==> config.mk <==
export PLATFORM = sky130hd
export DESIGN_NAME = etp_event_trigger
export DESIGN_NICKNAME = d
export VERILOG_FILES = /design/src/etp_pkg.sv /design/src/etp_evt_step.sv /design/src/etp_event_trigger.sv
export SDC_FILE = /design/constraint.sdc
export NUM_CORES = 1
export LEC_CHECK = 0
export ABC_AREA = 1
export BUFFER_PORTS_ARGS = -buffer_cell sky130_fd_sc_hd__clkbuf_2
export CORE_AREA = 2 2 80 82
export CTS_CLUSTER_SIZE = 20
export DETAILED_ROUTE_END_ITERATION = 7
export DIE_AREA = 0 0 82 84
export GPL_TIMING_DRIVEN = 0
export MAX_ROUTING_LAYER = met4
export PLACE_DENSITY = 0.74
export SLEW_MARGIN = 20
export SYNTH_ARGS = -nofsm -noshare
export SYNTH_HDL_FRONTEND = slang
export SYNTH_SLANG_ARGS = --single-unit
==> constraint.sdc <==
create_clock -name sys_clk_i -period 2.1 [get_ports sys_clk_i]
set_input_delay 0.21 -clock sys_clk_i [delete_from_list [all_inputs] [get_ports sys_clk_i]]
set_output_delay 0.21 -clock sys_clk_i [all_outputs]
set_load 0.03 [all_outputs]
==> src/etp_pkg.sv <==
// Purpose : Shared constants for the event trigger prescaler block.
// Assumes : 32-bit AXI4-Lite register slave, one word per register.
// Notes   : Offsets, field positions, reset values and bus codes only.
package etp_pkg;

  // ---------------------------------------------------------------
  // Register offsets (byte addresses)
  // ---------------------------------------------------------------
  localparam logic [7:0] ETP_OFS_PRESCALE = 8'h00; // event_prescale_ctrl
  localparam logic [7:0] ETP_OFS_SELECT   = 8'h04; // event_select_ctrl
  localparam logic [7:0] ETP_OFS_FLAG     = 8'h08; // event_flag_status
  localparam logic [7:0] ETP_OFS_CLEAR    = 8'h0C; // event_flag_clear
  localparam logic [7:0] ETP_OFS_FORCE    = 8'h10; // event_force_ctrl

  // ---------------------------------------------------------------
  // Field positions
  // ---------------------------------------------------------------
  localparam int ETP_FLD_W          = 2;  // Width of period and count fields
  localparam int ETP_IRQ_PRD_LSB    = 0;  // irq_period
  localparam int ETP_IRQ_CNT_LSB    = 2;  // irq_event_count
  localparam int ETP_CONVA_PRD_LSB  = 8;  // conv_a_period
  localparam int ETP_CONVA_CNT_LSB  = 10; // conv_a_event_count
  localparam int ETP_SEL_IRQ_EN_BIT = 3;  // Interrupt enable
  localparam int ETP_SEL_CONVA_BIT  = 11; // conv_a_enable
  localparam int ETP_IRQ_BIT        = 0;  // Flag, clear and force: interrupt
  localparam int ETP_CONVA_BIT      = 2;  // Flag, clear and force: conv_a_flag

  // ---------------------------------------------------------------
  // Reset values
  // ---------------------------------------------------------------
  localparam logic [1:0] ETP_PRD_RST = 2'h0; // Period fields after reset
  localparam logic [1:0] ETP_CNT_RST = 2'h0; // Event counts after reset
  localparam logic       ETP_EN_RST  = 1'h0; // Enables after reset

  // ---------------------------------------------------------------
  // Bus response codes and handshake states
  // ---------------------------------------------------------------
  localparam logic [1:0] ETP_RESP_OKAY   = 2'h0;
  localparam logic [1:0] ETP_RESP_SLVERR = 2'h2;

  typedef enum logic [1:0] {
    ETP_BUS_IDLE = 2'h0,  // Ready to take a request
    ETP_BUS_RESP = 2'h1   // Answer offered, waiting for ready
  } etp_bus_e;

endpackage

==> src/etp_evt_step.sv <==
// Purpose : One prescale channel: counts event strobes and decides a pulse.
// Assumes : Period and gate are the values in force this cycle.
// Notes   : Purely combinational; the caller registers the count.
`timescale 1ns/1ps
module etp_evt_step #(
  parameter int CNT_W = 2
) (
  input  wire logic [CNT_W-1:0] cnt_i,    // Present event count
  input  wire logic [CNT_W-1:0] prd_i,    // Period in force (new if written)
  input  wire logic             evt_i,    // One-cycle event strobe
  input  wire logic             prd_wr_i, // Period written this cycle
  input  wire logic             gate_i,   // Pulse allowed this cycle
  input  wire logic             force_i,  // Software force request
  output logic                  fire_o,   // Pulse decided this cycle
  output logic [CNT_W-1:0]      cnt_o     // Next event count
);

  // ---------------------------------------------------------------
  // Count and pulse decision
  // ---------------------------------------------------------------
  logic             active; // Counter running
  logic             hold;   // Count parked at the period
  logic             inc;    // Add one this cycle
  logic [CNT_W-1:0] cand;   // Count after this cycle's event

  // A period write alongside an event still counts it
  assign active = (prd_i != '0) || prd_wr_i;
  // Parked at the period while pulses are blocked
  assign hold   = !gate_i && (cnt_i == prd_i);
  // At most one step per clock, saturating at the top
  assign inc    = evt_i && active && !hold && (cnt_i != '1);
  assign cand   = cnt_i + CNT_W'(inc);
  // Pulse when the count meets the period, or when forced
  // An equal period write fires even if an event lands in the same cycle
  assign fire_o = gate_i && (prd_i != '0)
               && ((cand == prd_i)
                || (prd_wr_i && (cnt_i == prd_i))
                || force_i);
  // Count restarts after each pulse
  assign cnt_o  = fire_o ? '0 : cand;

endmodule // etp_evt_step

==> src/etp_event_trigger.sv <==
// Purpose : Event prescaler for interrupt and conversion A start pulses.
// Assumes : Event inputs are one-cycle strobes synchronous to sys_clk_i.
// Notes   : Registers reached over AXI4-Lite; one write and one read at a time.
`timescale 1ns/1ps

// Functional notes
// Conversion A period zero disables conversion A
// Conversion A pulse on first, second, third event
// Two-bit readable interrupt event count
// Interrupt pulse clears interrupt event count
// Blocked interrupt: count stops at period
// Interrupt period selects events per interrupt
// Interrupt only while enable is one
// Set flag withholds interrupt until cleared
// Period written equal to count fires
// Software never writes period below count
// Event during period write still counts
// Interrupt period zero disables counter; an event in the cycle that writes a zero period still counts
// Interrupt period zero ignores force bit
// Interrupt on first, second, third event
// Conversion A pulse only while enabled
// Conversion A pulses despite set flag
// Conversion A pulse clears its count
// Clear bit clears flag, reopens interrupts
// At most one count step per clock
// Reset zeroes counts and periods
module etp_event_trigger #(
  parameter int ADDR_W = 8
) (
  input  wire logic              sys_clk_i,
  input  wire logic              rst_n_i,
  input  wire logic [ADDR_W-1:0] s_axi_awaddr_i,
  input  wire logic              s_axi_awvalid_i,
  output logic                   s_axi_awready_o,
  input  wire logic [31:0]       s_axi_wdata_i,
  input  wire logic [3:0]        s_axi_wstrb_i,
  input  wire logic              s_axi_wvalid_i,
  output logic                   s_axi_wready_o,
  output logic [1:0]             s_axi_bresp_o,
  output logic                   s_axi_bvalid_o,
  input  wire logic              s_axi_bready_i,
  input  wire logic [ADDR_W-1:0] s_axi_araddr_i,
  input  wire logic              s_axi_arvalid_i,
  output logic                   s_axi_arready_o,
  output logic [31:0]            s_axi_rdata_o,
  output logic [1:0]             s_axi_rresp_o,
  output logic                   s_axi_rvalid_o,
  input  wire logic              s_axi_rready_i,
  input  wire logic              irq_evt_i,            // Selected interrupt event
  input  wire logic              conv_a_evt_i,         // Selected conversion A event
  output logic                   pwm_irq_out_o,        // Interrupt pulse
  output logic                   adc_start_a_pulse_o   // Conversion A start pulse
);

  // ---------------------------------------------------------------
  // State record
  // ---------------------------------------------------------------
  typedef struct packed {
    logic [1:0]        irq_prd;     // irq_period
    logic [1:0]        irq_cnt;     // irq_event_count
    logic [1:0]        conva_prd;   // conv_a_period
    logic [1:0]        conva_cnt;   // conv_a_event_count
    logic              irq_en;      // Interrupt enable
    logic              conva_en;    // conv_a_enable
    logic              irq_flag;    // Latched interrupt flag
    logic              conva_flag;  // conv_a_flag
    logic              irq_pulse;   // Registered interrupt pulse
    logic              conva_pulse; // Registered conversion A pulse
    etp_pkg::etp_bus_e wr_st;       // Write channel state
    etp_pkg::etp_bus_e rd_st;       // Read channel state
    logic              aw_got;      // Write address held
    logic              w_got;       // Write data held
    logic [ADDR_W-1:0] wr_addr;     // Held write address
    logic [31:0]       wr_data;     // Held write data
    logic [3:0]        wr_strb;     // Held byte strobes
    logic [1:0]        bresp;       // Write answer code
    logic [31:0]       rdata;       // Read answer data
    logic [1:0]        rresp;       // Read answer code
  } etp_state_s;

  etp_state_s st_r;   // Registered state
  etp_state_s st_nxt; // Next state

  // ---------------------------------------------------------------
  // Write decode
  // ---------------------------------------------------------------
  logic            do_wr;      // Held write applied this cycle
  logic            wr_map;     // Held write address is a register
  logic            hit_ps;     // Write to event_prescale_ctrl
  logic            hit_sel;    // Write to event_select_ctrl
  logic            hit_clr;    // Write to event_flag_clear
  logic            hit_frc;    // Write to event_force_ctrl
  logic            clr_irq;    // Clear interrupt flag
  logic            clr_conva;  // Clear conversion A flag

  // Both halves of a write must be held before it takes effect
  assign do_wr   = (st_r.wr_st == etp_pkg::ETP_BUS_IDLE) && st_r.aw_got && st_r.w_got;
  assign hit_ps  = do_wr && (st_r.wr_addr == ADDR_W'(etp_pkg::ETP_OFS_PRESCALE));
  assign hit_sel = do_wr && (st_r.wr_addr == ADDR_W'(etp_pkg::ETP_OFS_SELECT));
  assign hit_clr = do_wr && (st_r.wr_addr == ADDR_W'(etp_pkg::ETP_OFS_CLEAR));
  assign hit_frc = do_wr && (st_r.wr_addr == ADDR_W'(etp_pkg::ETP_OFS_FORCE));
  assign wr_map  = (st_r.wr_addr == ADDR_W'(etp_pkg::ETP_OFS_PRESCALE))
                || (st_r.wr_addr == ADDR_W'(etp_pkg::ETP_OFS_SELECT))
                || (st_r.wr_addr == ADDR_W'(etp_pkg::ETP_OFS_FLAG))
                || (st_r.wr_addr == ADDR_W'(etp_pkg::ETP_OFS_CLEAR))
                || (st_r.wr_addr == ADDR_W'(etp_pkg::ETP_OFS_FORCE));

  // Clear bits act only when written one in byte lane 0
  assign clr_irq   = hit_clr && st_r.wr_strb[0] && st_r.wr_data[etp_pkg::ETP_IRQ_BIT];
  assign clr_conva = hit_clr && st_r.wr_strb[0] && st_r.wr_data[etp_pkg::ETP_CONVA_BIT];

  // ---------------------------------------------------------------
  // Channel inputs: index 0 interrupt, index 1 conversion A
  // ---------------------------------------------------------------
  logic [1:0][1:0] cnt_cur;   // Present counts
  logic [1:0][1:0] prd_new;   // Period in force this cycle
  logic [1:0][1:0] cnt_nxt;   // Next counts
  logic [1:0]      prd_wr;    // Period field written
  logic [1:0]      evt;       // Event strobes
  logic [1:0]      gate;      // Pulse allowed
  logic [1:0]      frc;       // Force requests
  logic [1:0]      fire;      // Pulse decided

  assign cnt_cur[0] = st_r.irq_cnt;
  assign cnt_cur[1] = st_r.conva_cnt;
  // Interrupt period lives in lane 0, conversion A period in lane 1
  assign prd_wr[0]  = hit_ps && st_r.wr_strb[0];
  assign prd_wr[1]  = hit_ps && st_r.wr_strb[1];
  // A written period takes effect in the same cycle as the write
  assign prd_new[0] = prd_wr[0] ? st_r.wr_data[etp_pkg::ETP_IRQ_PRD_LSB +: 2]
                                : st_r.irq_prd;
  assign prd_new[1] = prd_wr[1] ? st_r.wr_data[etp_pkg::ETP_CONVA_PRD_LSB +: 2]
                                : st_r.conva_prd;
  assign evt[0]     = irq_evt_i;
  assign evt[1]     = conv_a_evt_i;
  // Interrupt needs enable and a clear flag; conversion A needs enable only
  assign gate[0]    = st_r.irq_en && !st_r.irq_flag;
  assign gate[1]    = st_r.conva_en;
  assign frc[0]     = hit_frc && st_r.wr_strb[0] && st_r.wr_data[etp_pkg::ETP_IRQ_BIT];
  assign frc[1]     = hit_frc && st_r.wr_strb[0] && st_r.wr_data[etp_pkg::ETP_CONVA_BIT];

  // ---------------------------------------------------------------
  // Prescale channels
  // ---------------------------------------------------------------
  for (genvar ch = 0; ch < 2; ch++) begin : g_chan
    etp_evt_step #(
      .CNT_W    (etp_pkg::ETP_FLD_W)
    ) u_step (
      .cnt_i    (cnt_cur[ch]),
      .prd_i    (prd_new[ch]),
      .evt_i    (evt[ch]),
      .prd_wr_i (prd_wr[ch]),
      .gate_i   (gate[ch]),
      .force_i  (frc[ch]),
      .fire_o   (fire[ch]),
      .cnt_o    (cnt_nxt[ch])
    );
  end

  // ---------------------------------------------------------------
  // Read mux
  // ---------------------------------------------------------------
  logic [31:0] rd_word; // Value of the addressed register
  logic        rd_map;  // Read address is a register

  // Gathers register contents; unused bits read zero
  always_comb begin
    rd_word = 32'h0000_0000;
    rd_map  = 1'b1;
    case (ADDR_W'(s_axi_araddr_i))
      ADDR_W'(etp_pkg::ETP_OFS_PRESCALE): begin
        rd_word[etp_pkg::ETP_IRQ_PRD_LSB +: 2]   = st_r.irq_prd;
        rd_word[etp_pkg::ETP_IRQ_CNT_LSB +: 2]   = st_r.irq_cnt;
        rd_word[etp_pkg::ETP_CONVA_PRD_LSB +: 2] = st_r.conva_prd;
        rd_word[etp_pkg::ETP_CONVA_CNT_LSB +: 2] = st_r.conva_cnt;
      end
      ADDR_W'(etp_pkg::ETP_OFS_SELECT): begin
        rd_word[etp_pkg::ETP_SEL_IRQ_EN_BIT] = st_r.irq_en;
        rd_word[etp_pkg::ETP_SEL_CONVA_BIT]  = st_r.conva_en;
      end
      ADDR_W'(etp_pkg::ETP_OFS_FLAG): begin
        rd_word[etp_pkg::ETP_IRQ_BIT]   = st_r.irq_flag;
        rd_word[etp_pkg::ETP_CONVA_BIT] = st_r.conva_flag;
      end
      // Clear and force are write-only and read zero
      ADDR_W'(etp_pkg::ETP_OFS_CLEAR): rd_word = 32'h0000_0000;
      ADDR_W'(etp_pkg::ETP_OFS_FORCE): rd_word = 32'h0000_0000;
      default: rd_map = 1'b0;
    endcase
  end

  // ---------------------------------------------------------------
  // Next state
  // ---------------------------------------------------------------
  always_comb begin
    st_nxt = st_r;
    // Periods and counts from the channels
    st_nxt.irq_prd   = prd_new[0];
    st_nxt.conva_prd = prd_new[1];
    st_nxt.irq_cnt   = cnt_nxt[0];
    st_nxt.conva_cnt = cnt_nxt[1];
    // Enables from the select register
    if (hit_sel && st_r.wr_strb[0]) begin
      st_nxt.irq_en = st_r.wr_data[etp_pkg::ETP_SEL_IRQ_EN_BIT];
    end
    if (hit_sel && st_r.wr_strb[1]) begin
      st_nxt.conva_en = st_r.wr_data[etp_pkg::ETP_SEL_CONVA_BIT];
    end
    // Flags: a new pulse wins over a clear in the same cycle
    st_nxt.irq_flag    = fire[0] | (st_r.irq_flag & ~clr_irq);
    st_nxt.conva_flag  = fire[1] | (st_r.conva_flag & ~clr_conva);
    st_nxt.irq_pulse   = fire[0];
    st_nxt.conva_pulse = fire[1];

    // Write channel
    case (st_r.wr_st)
      etp_pkg::ETP_BUS_IDLE: begin
        // Address and data may arrive in either order
        if (s_axi_awvalid_i && !st_r.aw_got) begin
          st_nxt.aw_got  = 1'b1;
          st_nxt.wr_addr = s_axi_awaddr_i;
        end
        if (s_axi_wvalid_i && !st_r.w_got) begin
          st_nxt.w_got   = 1'b1;
          st_nxt.wr_data = s_axi_wdata_i;
          st_nxt.wr_strb = s_axi_wstrb_i;
        end
        // Apply the held write and answer
        if (do_wr) begin
          st_nxt.aw_got = 1'b0;
          st_nxt.w_got  = 1'b0;
          st_nxt.wr_st  = etp_pkg::ETP_BUS_RESP;
          st_nxt.bresp  = wr_map ? etp_pkg::ETP_RESP_OKAY : etp_pkg::ETP_RESP_SLVERR;
        end
      end
      etp_pkg::ETP_BUS_RESP: begin
        // Hold the answer until the master takes it
        if (s_axi_bready_i) begin
          st_nxt.wr_st = etp_pkg::ETP_BUS_IDLE;
        end
      end
      default: st_nxt.wr_st = etp_pkg::ETP_BUS_IDLE;
    endcase

    // Read channel
    case (st_r.rd_st)
      etp_pkg::ETP_BUS_IDLE: begin
        // Capture the register value when the address is taken
        if (s_axi_arvalid_i) begin
          st_nxt.rd_st = etp_pkg::ETP_BUS_RESP;
          st_nxt.rdata = rd_word;
          st_nxt.rresp = rd_map ? etp_pkg::ETP_RESP_OKAY : etp_pkg::ETP_RESP_SLVERR;
        end
      end
      etp_pkg::ETP_BUS_RESP: begin
        if (s_axi_rready_i) begin
          st_nxt.rd_st = etp_pkg::ETP_BUS_IDLE;
        end
      end
      default: st_nxt.rd_st = etp_pkg::ETP_BUS_IDLE;
    endcase
  end

  // ---------------------------------------------------------------
  // State register
  // ---------------------------------------------------------------
  always_ff @(posedge sys_clk_i) begin
    if (!rst_n_i) begin
      // Nothing fires until software sets a period
      st_r           <= '0;
      st_r.irq_prd   <= etp_pkg::ETP_PRD_RST;
      st_r.conva_prd <= etp_pkg::ETP_PRD_RST;
      st_r.irq_cnt   <= etp_pkg::ETP_CNT_RST;
      st_r.conva_cnt <= etp_pkg::ETP_CNT_RST;
      st_r.irq_en    <= etp_pkg::ETP_EN_RST;
      st_r.conva_en  <= etp_pkg::ETP_EN_RST;
      st_r.wr_st     <= etp_pkg::ETP_BUS_IDLE;
      st_r.rd_st     <= etp_pkg::ETP_BUS_IDLE;
    end else begin
      st_r <= st_nxt;
    end
  end

  // ---------------------------------------------------------------
  // Outputs
  // ---------------------------------------------------------------
  assign s_axi_awready_o     = (st_r.wr_st == etp_pkg::ETP_BUS_IDLE) && !st_r.aw_got;
  assign s_axi_wready_o      = (st_r.wr_st == etp_pkg::ETP_BUS_IDLE) && !st_r.w_got;
  assign s_axi_bvalid_o      = (st_r.wr_st == etp_pkg::ETP_BUS_RESP);
  assign s_axi_bresp_o       = st_r.bresp;
  assign s_axi_arready_o     = (st_r.rd_st == etp_pkg::ETP_BUS_IDLE);
  assign s_axi_rvalid_o      = (st_r.rd_st == etp_pkg::ETP_BUS_RESP);
  assign s_axi_rdata_o       = st_r.rdata;
  assign s_axi_rresp_o       = st_r.rresp;
  assign pwm_irq_out_o       = st_r.irq_pulse;
  assign adc_start_a_pulse_o = st_r.conva_pulse;
endmodule // etp_event_trigger

==> results of run 1 <==
[worst max-delay path by stage]
| stage | to | from | depth (start not counted) |
|---|---|---|---|
| after floorplan | cnt_cur[1]$_SDFF_PP0_ | st_r[84]$_SDFFE_PN0P_ | 22 |
| after global placement | cnt_cur[0]$_SDFF_PP0_ | st_r[72]$_SDFFE_PN0P_ | 20 |
| after detailed placement | cnt_cur[0]$_SDFF_PP0_ | st_r[72]$_SDFFE_PN0P_ | 20 |
| after CTS | cnt_cur[1]$_SDFF_PP0_ | st_r[77]$_SDFFE_PN0P_ | 20 |
| after global routing | cnt_cur[1]$_SDFF_PP0_ | st_r[76]$_SDFFE_PN0P_ | 22 |
| final | cnt_cur[0]$_SDFF_PP0_ | st_r[74]$_SDFFE_PN0P_ | 20 |
[metrics by stage]
stage	power, mW	utilization, %
floorplan	1.28	-
global placement	1.37	48.8
detailed placement	1.38	48.8
CTS	2.08	54.2
global route	2.19	56.5
finish	2.09	56.5
[flip-flops by register name (all words and copies together), names as in the netlist]
signal and cells:
st_r 28, s_axi_rdata_o 8, cnt_cur 4, adc_start_a_pulse_o 1, gate 1, pwm_irq_out_o 1, s_axi_bresp_o 1, s_axi_rresp_o 1
[cells in the mapped netlist (all sizes together)]
library cell	n
nor2	53
ha	2
a21oi	21
nor4	2
nand4	7
nand3	24
nand2	51
xnor2	2
conb	1
inv	48
dfxtp	45
or2	2
o21ai	34
a32o	1
buf	38
o21a	1
nand3b	1
o211ai	2
o311ai	1
o2111ai	2
nor3	4
clkbuf	7
[critical path, delay by kind of cell (launching register included)]
| family | cells | cell delay (ns) |
|---|---|---|
| XOR/XNOR | 1 | 0.16 |
| buffers and inverters | 1 | 0.09 |
| flip-flops | 1 | 0.33 |
| AND/OR/NAND/NOR | 16 | 1.59 |
| adder cells (fa/ha/maj) | 1 | 0.18 |
| AO/OA/AOI/OAI | 1 | 0.07 |
[layout by cell type (no fill, tap or decap), types with 3 or more instances in the layout]
cell / Yosys / final
buf_4: 37 / 62
clkbuf_2: 0 / 50
nor2_1: 48 / 44
inv_1: 44 / 40
dfxtp_1: 45 / 38
nand2_1: 39 / 33
o21ai_0: 32 / 32
conb_1: 1 / 26
a21oi_1: 20 / 19
nand2_2: 11 / 14
nand3_1: 18 / 14
nand3_2: 5 / 7
clkbuf_1: 6 / 7
clkbuf_8: 1 / 7
nand4_1: 6 / 6
dfxtp_2: 0 / 6
inv_2: 4 / 5
nor2_4: 1 / 4
nand2_4: 1 / 4
nor2_2: 3 / 4
nor3_1: 4 / 4
inv_4: 0 / 3
nand3_4: 1 / 3
[cell type report]
type                       instances  area [sq um]  area share [%]
buffer                            45           319            9.27
sequential                        45           912            26.5
clock buffer                       7          86.3            2.51
timing repair buffer              75           438            12.7
clock inverter                     1          30.0           0.872
multi-input combinational        236          1370            39.9
tap                               77          96.3            2.80
inverter                          48           188            5.45
[per-layer routing]
metal  track usage, %  up-vias  part of all wire [%]
met5                -        -                     0
met4             7.12        0                   1.8
met3             3.57       10                   5.0
met2             28.8       68                    48
met1             22.7     1041                    46
li1                 -     1272                     -
[logic make-up (layout without fill, tap and decap cells)]
logic type,Yosys count,after routing
buf+inv,93,176
simple gates,144,144
xor+xnor,2,2
flops,45,45
fa+ha+maj,2,2
other cells,1,26
compound gates,62,62
[power breakdown]
group | total [mW] | internal (mW) | switching [mW]
clock | 0.684 | 0.388 | 0.296
combinational | 0.467 | 0.169 | 0.298
sequential | 0.940 | 0.906 | 0.0344
total | 2.09 | 1.46 | 0.628
[timing repair]
action | 4_1_cts | 5_1_grt
pin swaps | 16 | 16
setup buffers | 19 | 6
gates resized for setup | 20 | 20
endpoints found under the setup margin | 8 | 9
endpoints found under the hold margin | 0 | 0
gates cloned | 0 | 0
==> qor.yml, run 1 <==
cts:
  numCtsBuffers: 5
  clock-sinks: 45
  cts_tree: "built"
  clockRootBuffer: "clkbuf_8"
  htree_levels: 2
  path_clk_slew_ns: 0.08
  cts_buffer_depth: 2
  holdBufCountCts: 0
  worstSkewPairLatency_ns: 0.31
global_routing:
  grt_usage_pct: 18.2
  overflow: 0
  grt_antenna_before_repair: 0
  grt_pass1_wl_um: 9430
  grt_max_degree: 14
  first_global_vias: 2147
synthesis:
  synth_mux_area_share_pct: 0
  synth_seq_area_share_pct: 36.0
  synth_top_area_share_pct: 36.0
  synth_top_area_cell: "dfxtp_1"
  synth-simple-area-share_pct: 28.7
  synth_top_family_by_area: "simple AND/OR/NAND/NOR gates"
  synth_cell_types: 35
  synthAdderAreaFrac_pct: 1.00
  synth_seq_cells: 45
  synth-compound-area-share_pct: 13.5
  ys_warn_count: 0
  synthTopCellsByArea: "dfxtp_1 (36%), buf_4 (11%), nor2_1 (7.2%), inv_1 (6.6%), o21ai_0 (6.4%)"
  avgSynthCellArea_sq_um: 7.17
  synth_area_sq_um: 2500
  syn_inst: 349
  synthXorXnorAreaFrac_pct: 0.700
worst_setup_path:
  crit_top_cell: "nand2_2"
  r2r-start: "st_r[74]$_SDFFE_PN0P_"
  critPathSlowestCell: "dfxtp_1"
  max_stage_delay_ns: 0.33
  cp-start-kind: "register"
  rrSetupSlack_ns: -0.43
  cp_data_required_time_ns: 2.31
  cp_max_fo: 5
  worst-setup-path-type: "reg2reg"
  cp_cell_sequence: "nor2_2 > nand2_4 > nor2_4 > nand4_1 > nand2_2 > nand2_2 > nand2_2 > nand3_2 > o2111ai_2 > inv_1 > ha_4 > xnor2_4 > nand3b_1 > nand2_1 > nor2_2 > nor2_2 > nand2_2 > nand2_2 > nand2_2 > nor2_1"
  cp.arrival_ns: 2.74
  timing.rr.end: "cnt_cur[0]$_SDFF_PP0_"
  r2r_cells: 20
  critPathCaptureType: "register"
drt:
  dr.first_iter.drc_count: 96
  vias_per_cell: 4.48
  vias: 2391
  first_pass_iters: 4
  wire_per_inst_um: 11.1
  ant_nets: 0
  drc_errors: 0
  drt-total-wl_um: 5920
placement:
  gp_congestion: 0.896
  dpl.hpwl_um: 4290
  placed_cell_area_sq_um: 2980
  place_inst: 501
  dpl_worst_slack_ns: -0.527
  io_buffers: 50
floorplan:
  row_count: 29
  pin_count: 104
  coreArea_sq_um: 6100
  start_util_pct: 41.0
  dieArea_sq_um: 6890
  die_height_um: 84
  die_w_um: 82
min_path:
  hold_depth: 3
  hp-start: "s_axi_awaddr_i[5]"
  hold-path-endpoint: "st_r[77]$_SDFFE_PN0P_"
  holdCritPathClass: "in2reg"
timing:
  setup_tns_ns: -3.44
  maxSlewHeadroom_pct: 62.0
  post-route-period-util_pct: 120
  period_needed_ns: 2.53
  rsz0062_at_grt: "true"
  final-max-slew-violation-count: 0
  clock_skew_ns: 0.00599
  hold_viol_final: 0
  finalSetupViolCount: 9
  whs_ns: 0.146
  layout_setup_ws_ns: -0.428
  worst_slew_pin_slew_ns: 0.570
  max_freq_mhz: 396
outcome:
  violations: "setup timing"
  status: "finished with violations"
job:
  cap_violations: 0
finish:
  diodes: 0
  area_growth_pct: 37.6
  stdcell_count: 534
  fillerInstances: 619
  drive_gt1_share_pct: 40.3
  final_area_sq_um: 3440
  final_nets: 519
pwr:
  power_leakage_nw: 1.68
  vdd_drop_max_v: 0.000442
  p_per_area_nw_per_um2: 608
Note: power is estimated with default switching activity, not from simulation.
==> inputs of run 2 (changes only) <==
--- a/config.mk
+++ b/config.mk
@@ -7,13 +7,13 @@
 export LEC_CHECK = 0
 export ABC_AREA = 1
 export BUFFER_PORTS_ARGS = -buffer_cell sky130_fd_sc_hd__clkbuf_2
-export CORE_AREA = 2 2 80 82
+export CORE_AREA = 2 2 78 80
 export CTS_CLUSTER_SIZE = 20
 export DETAILED_ROUTE_END_ITERATION = 7
-export DIE_AREA = 0 0 82 84
+export DIE_AREA = 0 0 80 82
 export GPL_TIMING_DRIVEN = 0
 export MAX_ROUTING_LAYER = met4
-export PLACE_DENSITY = 0.74
+export PLACE_DENSITY = 0.8
 export SLEW_MARGIN = 20
 export SYNTH_ARGS = -nofsm -noshare
 export SYNTH_HDL_FRONTEND = slang
==> constraint.sdc (replaced) <==
create_clock -name sys_clk_i -period 3.15 [get_ports sys_clk_i]
set_input_delay 0.315 -clock sys_clk_i [delete_from_list [all_inputs] [get_ports sys_clk_i]]
set_output_delay 0.315 -clock sys_clk_i [all_outputs]
set_load 0.03 [all_outputs]
==> run 2 against run 1 <==
The flow now finishes without violations. Maximum frequency shrank 2.3%. Core utilization is 3.7 points lower. Clock-buffer cell count shrank 2. Critical endpoint is now cnt_cur[1]$_SDFF_PP0_. Largest cell class unchanged. Largest power group unchanged.
==> qor.yml, run 2 (synthesis gave the netlist of run 1 again) <==
cts:
  cts_tree: "built"  # unchanged
  clock-sinks: 45  # unchanged
  worstSkewPairLatency_ns: 0.30  # was 0.31 ns
  cts_buffer_depth: 2  # unchanged
  cts_resized: 0  # was 20
  numCtsBuffers: 5  # unchanged
  clockRootBuffer: "clkbuf_8"  # unchanged
  htree_levels: 2  # unchanged
  cts_setup_buffers: 0  # was 19
  path_clk_slew_ns: 0.09  # was 0.08 ns
  holdBufCountCts: 0  # unchanged
worst_setup_path:
  cp-start-kind: "register"  # unchanged
  cp_cell_sequence: "nor2_1 > nand2_2 > nor2_4 > nand4_1 > nand2_2 > nand2_2 > nand2_2 > nand3_1 > o2111ai_1 > inv_1 > ha_1 > xnor2_1 > nand3b_1 > nand2_1 > nor2_1 > nor2_2 > nand2_2 > nand2_1 > nand2_1 > nor2_1"  # was nor2_2 > nand2_4 > nor2_4 > nand4_1 > nand2_2 > nand2_2 > nand2_2 > nand3_2 > o2111ai_2 > inv_1 > ha_4 > xnor2_4 > nand3b_1 > nand2_1 > nor2_2 > nor2_2 > nand2_2 > nand2_2 > nand2_2 > nor2_1
  crit_top_cell: "nand2_2"  # unchanged
  cp_data_required_time_ns: 3.35  # was 2.31 ns
  cp.arrival_ns: 2.78  # was 2.74 ns
  max_stage_delay_ns: 0.32  # was 0.33 ns
  cp_max_fo: 5  # unchanged
  worst-setup-path-type: "reg2reg"  # unchanged
  critPathCaptureType: "register"  # unchanged
  critPathSlowestCell: "dfxtp_1"  # unchanged
timing:
  maxSlewHeadroom_pct: 63.6  # was 62.0%
  finalSetupViolCount: 0  # was 9
  final-max-slew-violation-count: 0  # unchanged
  clock_skew_ns: 0.00574  # was 0.00599 ns
  period_needed_ns: 2.59  # was 2.53 ns
  worst_slew_pin_slew_ns: 0.546  # was 0.570 ns
  layout_setup_ws_ns: 0.562  # was -0.428 ns
  hold_viol_final: 0  # unchanged
  setup_tns_ns: 0  # was -3.44 ns
  rsz0062_at_grt: "false"  # was true
  whs_ns: 0.254  # was 0.146 ns
  post-route-period-util_pct: 82.1  # was 120%
  max_freq_mhz: 386  # was 396 MHz
placement:
  dpl_worst_slack_ns: 0.557  # was -0.527 ns
  placed_cell_area_sq_um: 2940  # was 2980 sq um
  place_inst: 499  # was 501
  dpl.hpwl_um: 4230  # was 4290 um
  gp_congestion: 0.879  # was 0.896
  io_buffers: 50  # unchanged
global_routing:
  grt_max_degree: 16  # was 14
  first_global_vias: 2087  # was 2147
  overflow: 0  # unchanged
  grt_pass1_wl_um: 8980  # was 9430 um
  grt_antenna_before_repair: 0  # unchanged
  grt_usage_pct: 17.9  # was 18.2%
pwr:
  clockPowerShare_pct: 28.8  # was 32.7%
  p_sw_share_pct: 32.5  # was 30.0%
  p_int_uw: 858  # was 1.46 mW
  p_per_area_nw_per_um2: 420  # was 608 nW/um^2
  combPwrFrac_pct: 22.2  # was 22.3%
  power.switching_uw: 414  # was 628 uW
  vdd_drop_max_v: 0.000284  # was 0.000442 V
  seq_power_share_pct: 49.0  # was 44.9%
  power_leakage_nw: 1.52  # was 1.68 nW
floorplan:
  dieArea_sq_um: 6560  # was 6890 sq um
  die_height_um: 82  # was 84 um
  pin_count: 104  # unchanged
  die_w_um: 80  # was 82 um
  start_util_pct: 43.5  # was 41.0%
  row_count: 28  # was 29
  coreArea_sq_um: 5750  # was 6100 sq um
job:
  cap_violations: 0  # unchanged
finish:
  area_growth_pct: 21.1  # was 37.6%
  largest_reg_flops: 28  # unchanged
  final_nets: 494  # was 519
  drive_gt1_share_pct: 29.6  # was 40.3%
  stdcell_count: 507  # was 534
  top_register: "st_r"  # unchanged
  final_common_cell: "clkbuf_2"  # was buf_4
  diodes: 0  # unchanged
  final_cell_mix: "clkbuf_2 (50), nor2_1 (48), dfxtp_1 (45), inv_1 (44), nand2_1 (39)"  # was buf_4 (62), clkbuf_2 (50), nor2_1 (44), inv_1 (40), dfxtp_1 (38)
  final_area_sq_um: 3030  # was 3440 sq um
drt:
  dr.first_iter.drc_count: 79  # was 96
  drc_errors: 0  # unchanged
  wire_per_inst_um: 10.4  # was 11.1 um
  vias_per_cell: 4.52  # was 4.48
  drt-total-wl_um: 5260  # was 5920 um
  first_pass_iters: 4  # unchanged
  vias: 2294  # was 2391
  ant_nets: 0  # unchanged
outcome:
  status: "complete, no violations"  # was finished with violations
min_path:
  holdCritPathClass: "in2reg"  # unchanged
## run 2: cell count changes in the layout (fill, tap and decap cells not counted), moves of 6 or more
cell,before,now
buf_4,62,37
dfxtp_1,38,45
dfxtp_2,6,0
nand2_1,33,39
## run 2: cell type report
type / instances / area [sq um]
Tap cell: 75 / 93.8
Clock buffer: 5 / 68.8
Sequential cell: 45 / 901
Inverter: 48 / 180
Fill cell: 611 / 2720
Clock inverter: 3 / 21.3
Buffer: 45 / 319
Timing Repair Buffer: 50 / 250
Multi-Input combinational cell: 236 / 1190
## run 2: final timing paths
path	start	endpoint	slack (ns)	cells past startpoint
setup / recovery	st_r[72]$_SDFFE_PN0P_	cnt_cur[1]$_SDFF_PP0_	0.56	20
hold / removal	s_axi_awaddr_i[0]	st_r[72]$_SDFFE_PN0P_	0.25	3
hold reg to reg	st_r[99]$_SDFF_PN0_	s_axi_rdata_o[1]$_SDFFE_PN0P_	0.48	2
setup reg to reg	st_r[72]$_SDFFE_PN0P_	cnt_cur[1]$_SDFF_PP0_	0.56	20
## run 2: critical path, delay by kind of cell, from the launching register on
kind | cells | cell delay, ns
AO/OA/AOI/OAI | 1 | 0.07
XOR/XNOR | 1 | 0.22
adder cells (fa/ha/maj) | 1 | 0.18
buffers and inverters | 1 | 0.06
flip-flops | 1 | 0.32
AND/OR/NAND/NOR | 16 | 1.62
## run 2: per-stage QoR
stage	power (mW)	util (%)
2_1_floorplan	0.854	-
5_1_grt	1.34	52.7
3_3_place_gp	0.911	51.2
6_report	1.27	52.7
4_1_cts	1.28	52.7
3_5_place_dp	0.918	51.2
## run 2: power by group through the flow
stage | Clock, mW | Combinational [mW] | Sequential (mW)
global route | 0.402 | 0.314 | 0.627
CTS | 0.376 | 0.284 | 0.623
finish | 0.367 | 0.283 | 0.623
global placement | 0 | 0.277 | 0.634
detailed placement | 0 | 0.283 | 0.635
floorplan | 0 | 0.219 | 0.634
## run 2: layer usage
| metal | GRT usage [%] | wire length [um] |
|---|---|---|
| met2 | 29.5 | 2320 |
| met4 | 6.27 | 68 |
| met5 | - | 0 |
| met1 | 22.1 | 2490 |
| met3 | 3.41 | 378 |
==> inputs of run 3 (changes only) <==
==> constraint.sdc (replaced) <==
create_clock -name sys_clk_i -period 2.5 [get_ports sys_clk_i]
set_input_delay 0.25 -clock sys_clk_i [delete_from_list [all_inputs] [get_ports sys_clk_i]]
set_output_delay 0.25 -clock sys_clk_i [all_outputs]
set_load 0.03 [all_outputs]
==> run 3 against run 2 <==
Final cell count rose by 2.2%. Largest power group unchanged. Sequential power rose by 27%. Wire length rose by 3.7%. Worst hold slack got worse by 0.062 ns. Largest cell class unchanged.
==> qor.yml, run 3 (synthesis gave the netlist of run 1 again) <==
outcome:
  status: "complete, no violations"  # unchanged
floorplan:
  dieArea_sq_um: 6560  # unchanged
  pin_count: 104  # unchanged
  start_util_pct: 43.5  # unchanged
  coreArea_sq_um: 5750  # unchanged
  row_count: 28  # unchanged
  die_w_um: 80  # unchanged
  die_height_um: 82  # unchanged
pwr:
  power.switching_uw: 531  # was 414 uW
  seq_power_share_pct: 48.6  # was 49.0%
  power_leakage_nw: 1.58  # was 1.52 nW
  p_per_area_nw_per_um2: 505  # was 420 nW/um^2
  clockPowerShare_pct: 28.4  # was 28.8%
  vdd_drop_max_v: 0.000365  # was 0.000284 V
  combPwrFrac_pct: 23.1  # was 22.2%
  p_sw_share_pct: 32.7  # was 32.5%
  p_int_mw: 1.09  # was 858 uW
worst_setup_path:
  critPathCaptureType: "register"  # unchanged
  worst-setup-path-type: "reg2reg"  # unchanged
  startpoint: "st_r[77]$_SDFFE_PN0P_"  # was st_r[72]$_SDFFE_PN0P_
  timing.rr.end: "cnt_cur[2]$_SDFF_PP0_"  # was cnt_cur[1]$_SDFF_PP0_
  r2r-start: "st_r[77]$_SDFFE_PN0P_"  # was st_r[72]$_SDFFE_PN0P_
  cp_data_required_time_ns: 2.74  # was 3.35 ns
  cp.arrival_ns: 2.74  # was 2.78 ns
  rrSetupSlack_ns: 0.008  # was 0.56 ns
  r2r_cells: 20  # unchanged
  cp_max_fo: 6  # was 5
  endpoint: "cnt_cur[2]$_SDFF_PP0_"  # was cnt_cur[1]$_SDFF_PP0_
  cp-start-kind: "register"  # unchanged
timing:
  worst_slew_pin_slew_ns: 0.513  # was 0.546 ns
  finalSetupViolCount: 0  # unchanged
  hold_viol_final: 0  # unchanged
  setup_tns_ns: 0  # unchanged
  layout_setup_ws_ns: 0.00835  # was 0.562 ns
  clock_skew_ns: 0.00619  # was 0.00574 ns
  rsz0062_at_grt: "true"  # was false
  max_freq_mhz: 401  # was 386 MHz
  maxSlewHeadroom_pct: 65.8  # was 63.6%
  period_needed_ns: 2.49  # was 2.59 ns
  final-max-slew-violation-count: 0  # unchanged
  post-route-period-util_pct: 99.7  # was 82.1%
placement:
  io_buffers: 50  # unchanged
  dpl.hpwl_um: 4230  # unchanged
  place_inst: 499  # unchanged
  gp_congestion: 0.879  # unchanged
  dpl_worst_slack_ns: -0.0926  # was 0.557 ns
  placed_cell_area_sq_um: 2940  # unchanged
min_path:
  holdCritPathClass: "in2reg"  # unchanged
finish:
  final_nets: 505  # was 494
  final_common_cell: "clkbuf_2"  # unchanged
  fillerInstances: 582  # was 611
  area_growth_pct: 28.5  # was 21.1%
  final_util_pct: 55.9  # was 52.7%
  drive_gt1_share_pct: 35.7  # was 29.6%
  final_area_sq_um: 3210  # was 3030 sq um
  final_cell_mix: "clkbuf_2 (50), buf_4 (48), nor2_1 (45), inv_1 (42), dfxtp_1 (41)"  # was clkbuf_2 (50), nor2_1 (48), dfxtp_1 (45), inv_1 (44), nand2_1 (39)
  top_register: "st_r"  # unchanged
  multi_input_area_sq_um: 1280  # was 1190 sq um
  diodes: 0  # unchanged
  largest_reg_flops: 28  # unchanged
  stdcell_count: 518  # was 507
  register_area_sq_um: 908  # was 901 sq um
global_routing:
  grt_max_degree: 16  # unchanged
  grt_pass1_wl_um: 9050  # was 8980 um
  grt_usage_pct: 18.1  # was 17.9%
  overflow: 0  # unchanged
  grt_antenna_before_repair: 0  # unchanged
  first_global_vias: 2090  # was 2087
cts:
  cts_buffer_depth: 2  # unchanged
  numCtsBuffers: 5  # unchanged
  clockRootBuffer: "clkbuf_8"  # unchanged
  worstSkewPairLatency_ns: 0.30  # about the same
  path_clk_slew_ns: 0.09  # about the same
  cts_tree: "built"  # unchanged
  clock-sinks: 45  # unchanged
  htree_levels: 2  # unchanged
  holdBufCountCts: 0  # unchanged
drt:
  drc_errors: 0  # unchanged
  first_pass_iters: 4  # unchanged
  drt-total-wl_um: 5450  # was 5260 um
  vias: 2345  # was 2294
  ant_nets: 0  # unchanged
  dr.first_iter.drc_count: 107  # was 79
  wire_per_inst_um: 10.5  # was 10.4 um
  vias_per_cell: 4.53  # was 4.52
job:
  cap_violations: 0  # unchanged
-- run 3: changes by cell type in the layout (fill, tap and decap cells not counted), sizes merged --
cell,change
buf,+11
-- run 3: how the worst min path moves through the flow --
stage	cells past startpoint	slack, ns	from	endpoint
after detailed placement	2	0.47	st_r[99]$_SDFF_PN0_	s_axi_rdata_o[1]$_SDFFE_PN0P_
after global placement	2	0.46	s_axi_rresp_o[1]$_SDFFE_PN0P_	s_axi_rresp_o[1]$_SDFFE_PN0P_
after floorplan	2	0.40	rst_n_i	adc_start_a_pulse_o$_SDFF_PN0_
after global routing	3	0.20	s_axi_bready_i	st_r[84]$_SDFFE_PN0P_
final	3	0.19	s_axi_awaddr_i[0]	st_r[72]$_SDFFE_PN0P_
after CTS	3	0.19	s_axi_awaddr_i[0]	st_r[72]$_SDFFE_PN0P_
-- run 3: worst max-delay path, stage by stage (launching register included) --
cell,delay (ns)
dfxtp_4,0.37
nor2_4,0.13
nand2_4,0.09
nor2_8,0.18
nand4_1,0.14
nand2_1,0.12
nand2_1,0.07
nand2_1,0.12
nand3_2,0.09
o2111ai_2,0.06
inv_1,0.06
ha_2,0.18
xnor2_2,0.22
inv_1,0.07
nand3_1,0.07
nand2_1,0.06
a21oi_2,0.11
nand2_1,0.07
nand2_1,0.07
nand2_2,0.07
nor2_1,0.09
-- run 3: what timing repair did --
item	4_1_cts	5_1_grt
resized for setup	5	23
pin swaps	2	27
setup endpoints to repair	7	8
buffers inserted	2	9
-- run 3: power by group through the flow --
stage	logic [mW]	registers, mW	clock network (mW)
floorplan	0.276	0.799	0
global placement	0.349	0.799	0
detailed placement	0.356	0.801	0
CTS	0.359	0.786	0.474
global route	0.413	0.795	0.511
finish	0.375	0.789	0.461
-- run 3: cell type report --
cell class	count	area share [%]
plain buffers	45	9.93
flip-flops and latches	45	28.3
well taps	75	2.92
clock inverters	3	0.662
repair buffers	61	10.4
inverters	48	5.76
multi-input cells	236	40.0
clock buffers	5	2.14
-- run 3: metal layers --
layer  share of wire (%)  vias to the layer above  global-route usage, %
met3                 7.1                        6                   3.41
li1                    -                     1246                      -
met4                 1.3                        0                   6.27
met2                  45                       79                   29.8
met1                  46                     1014                   22.3
met5                   0                        -                      -
-- run 3: metrics by stage --
stage	hold slack [ns]	power [mW]
floorplan	0.397	1.08
detailed placement	0.471	1.16
global placement	0.457	1.15
global route	0.205	1.72
CTS	0.186	1.62
finish	0.192	1.62
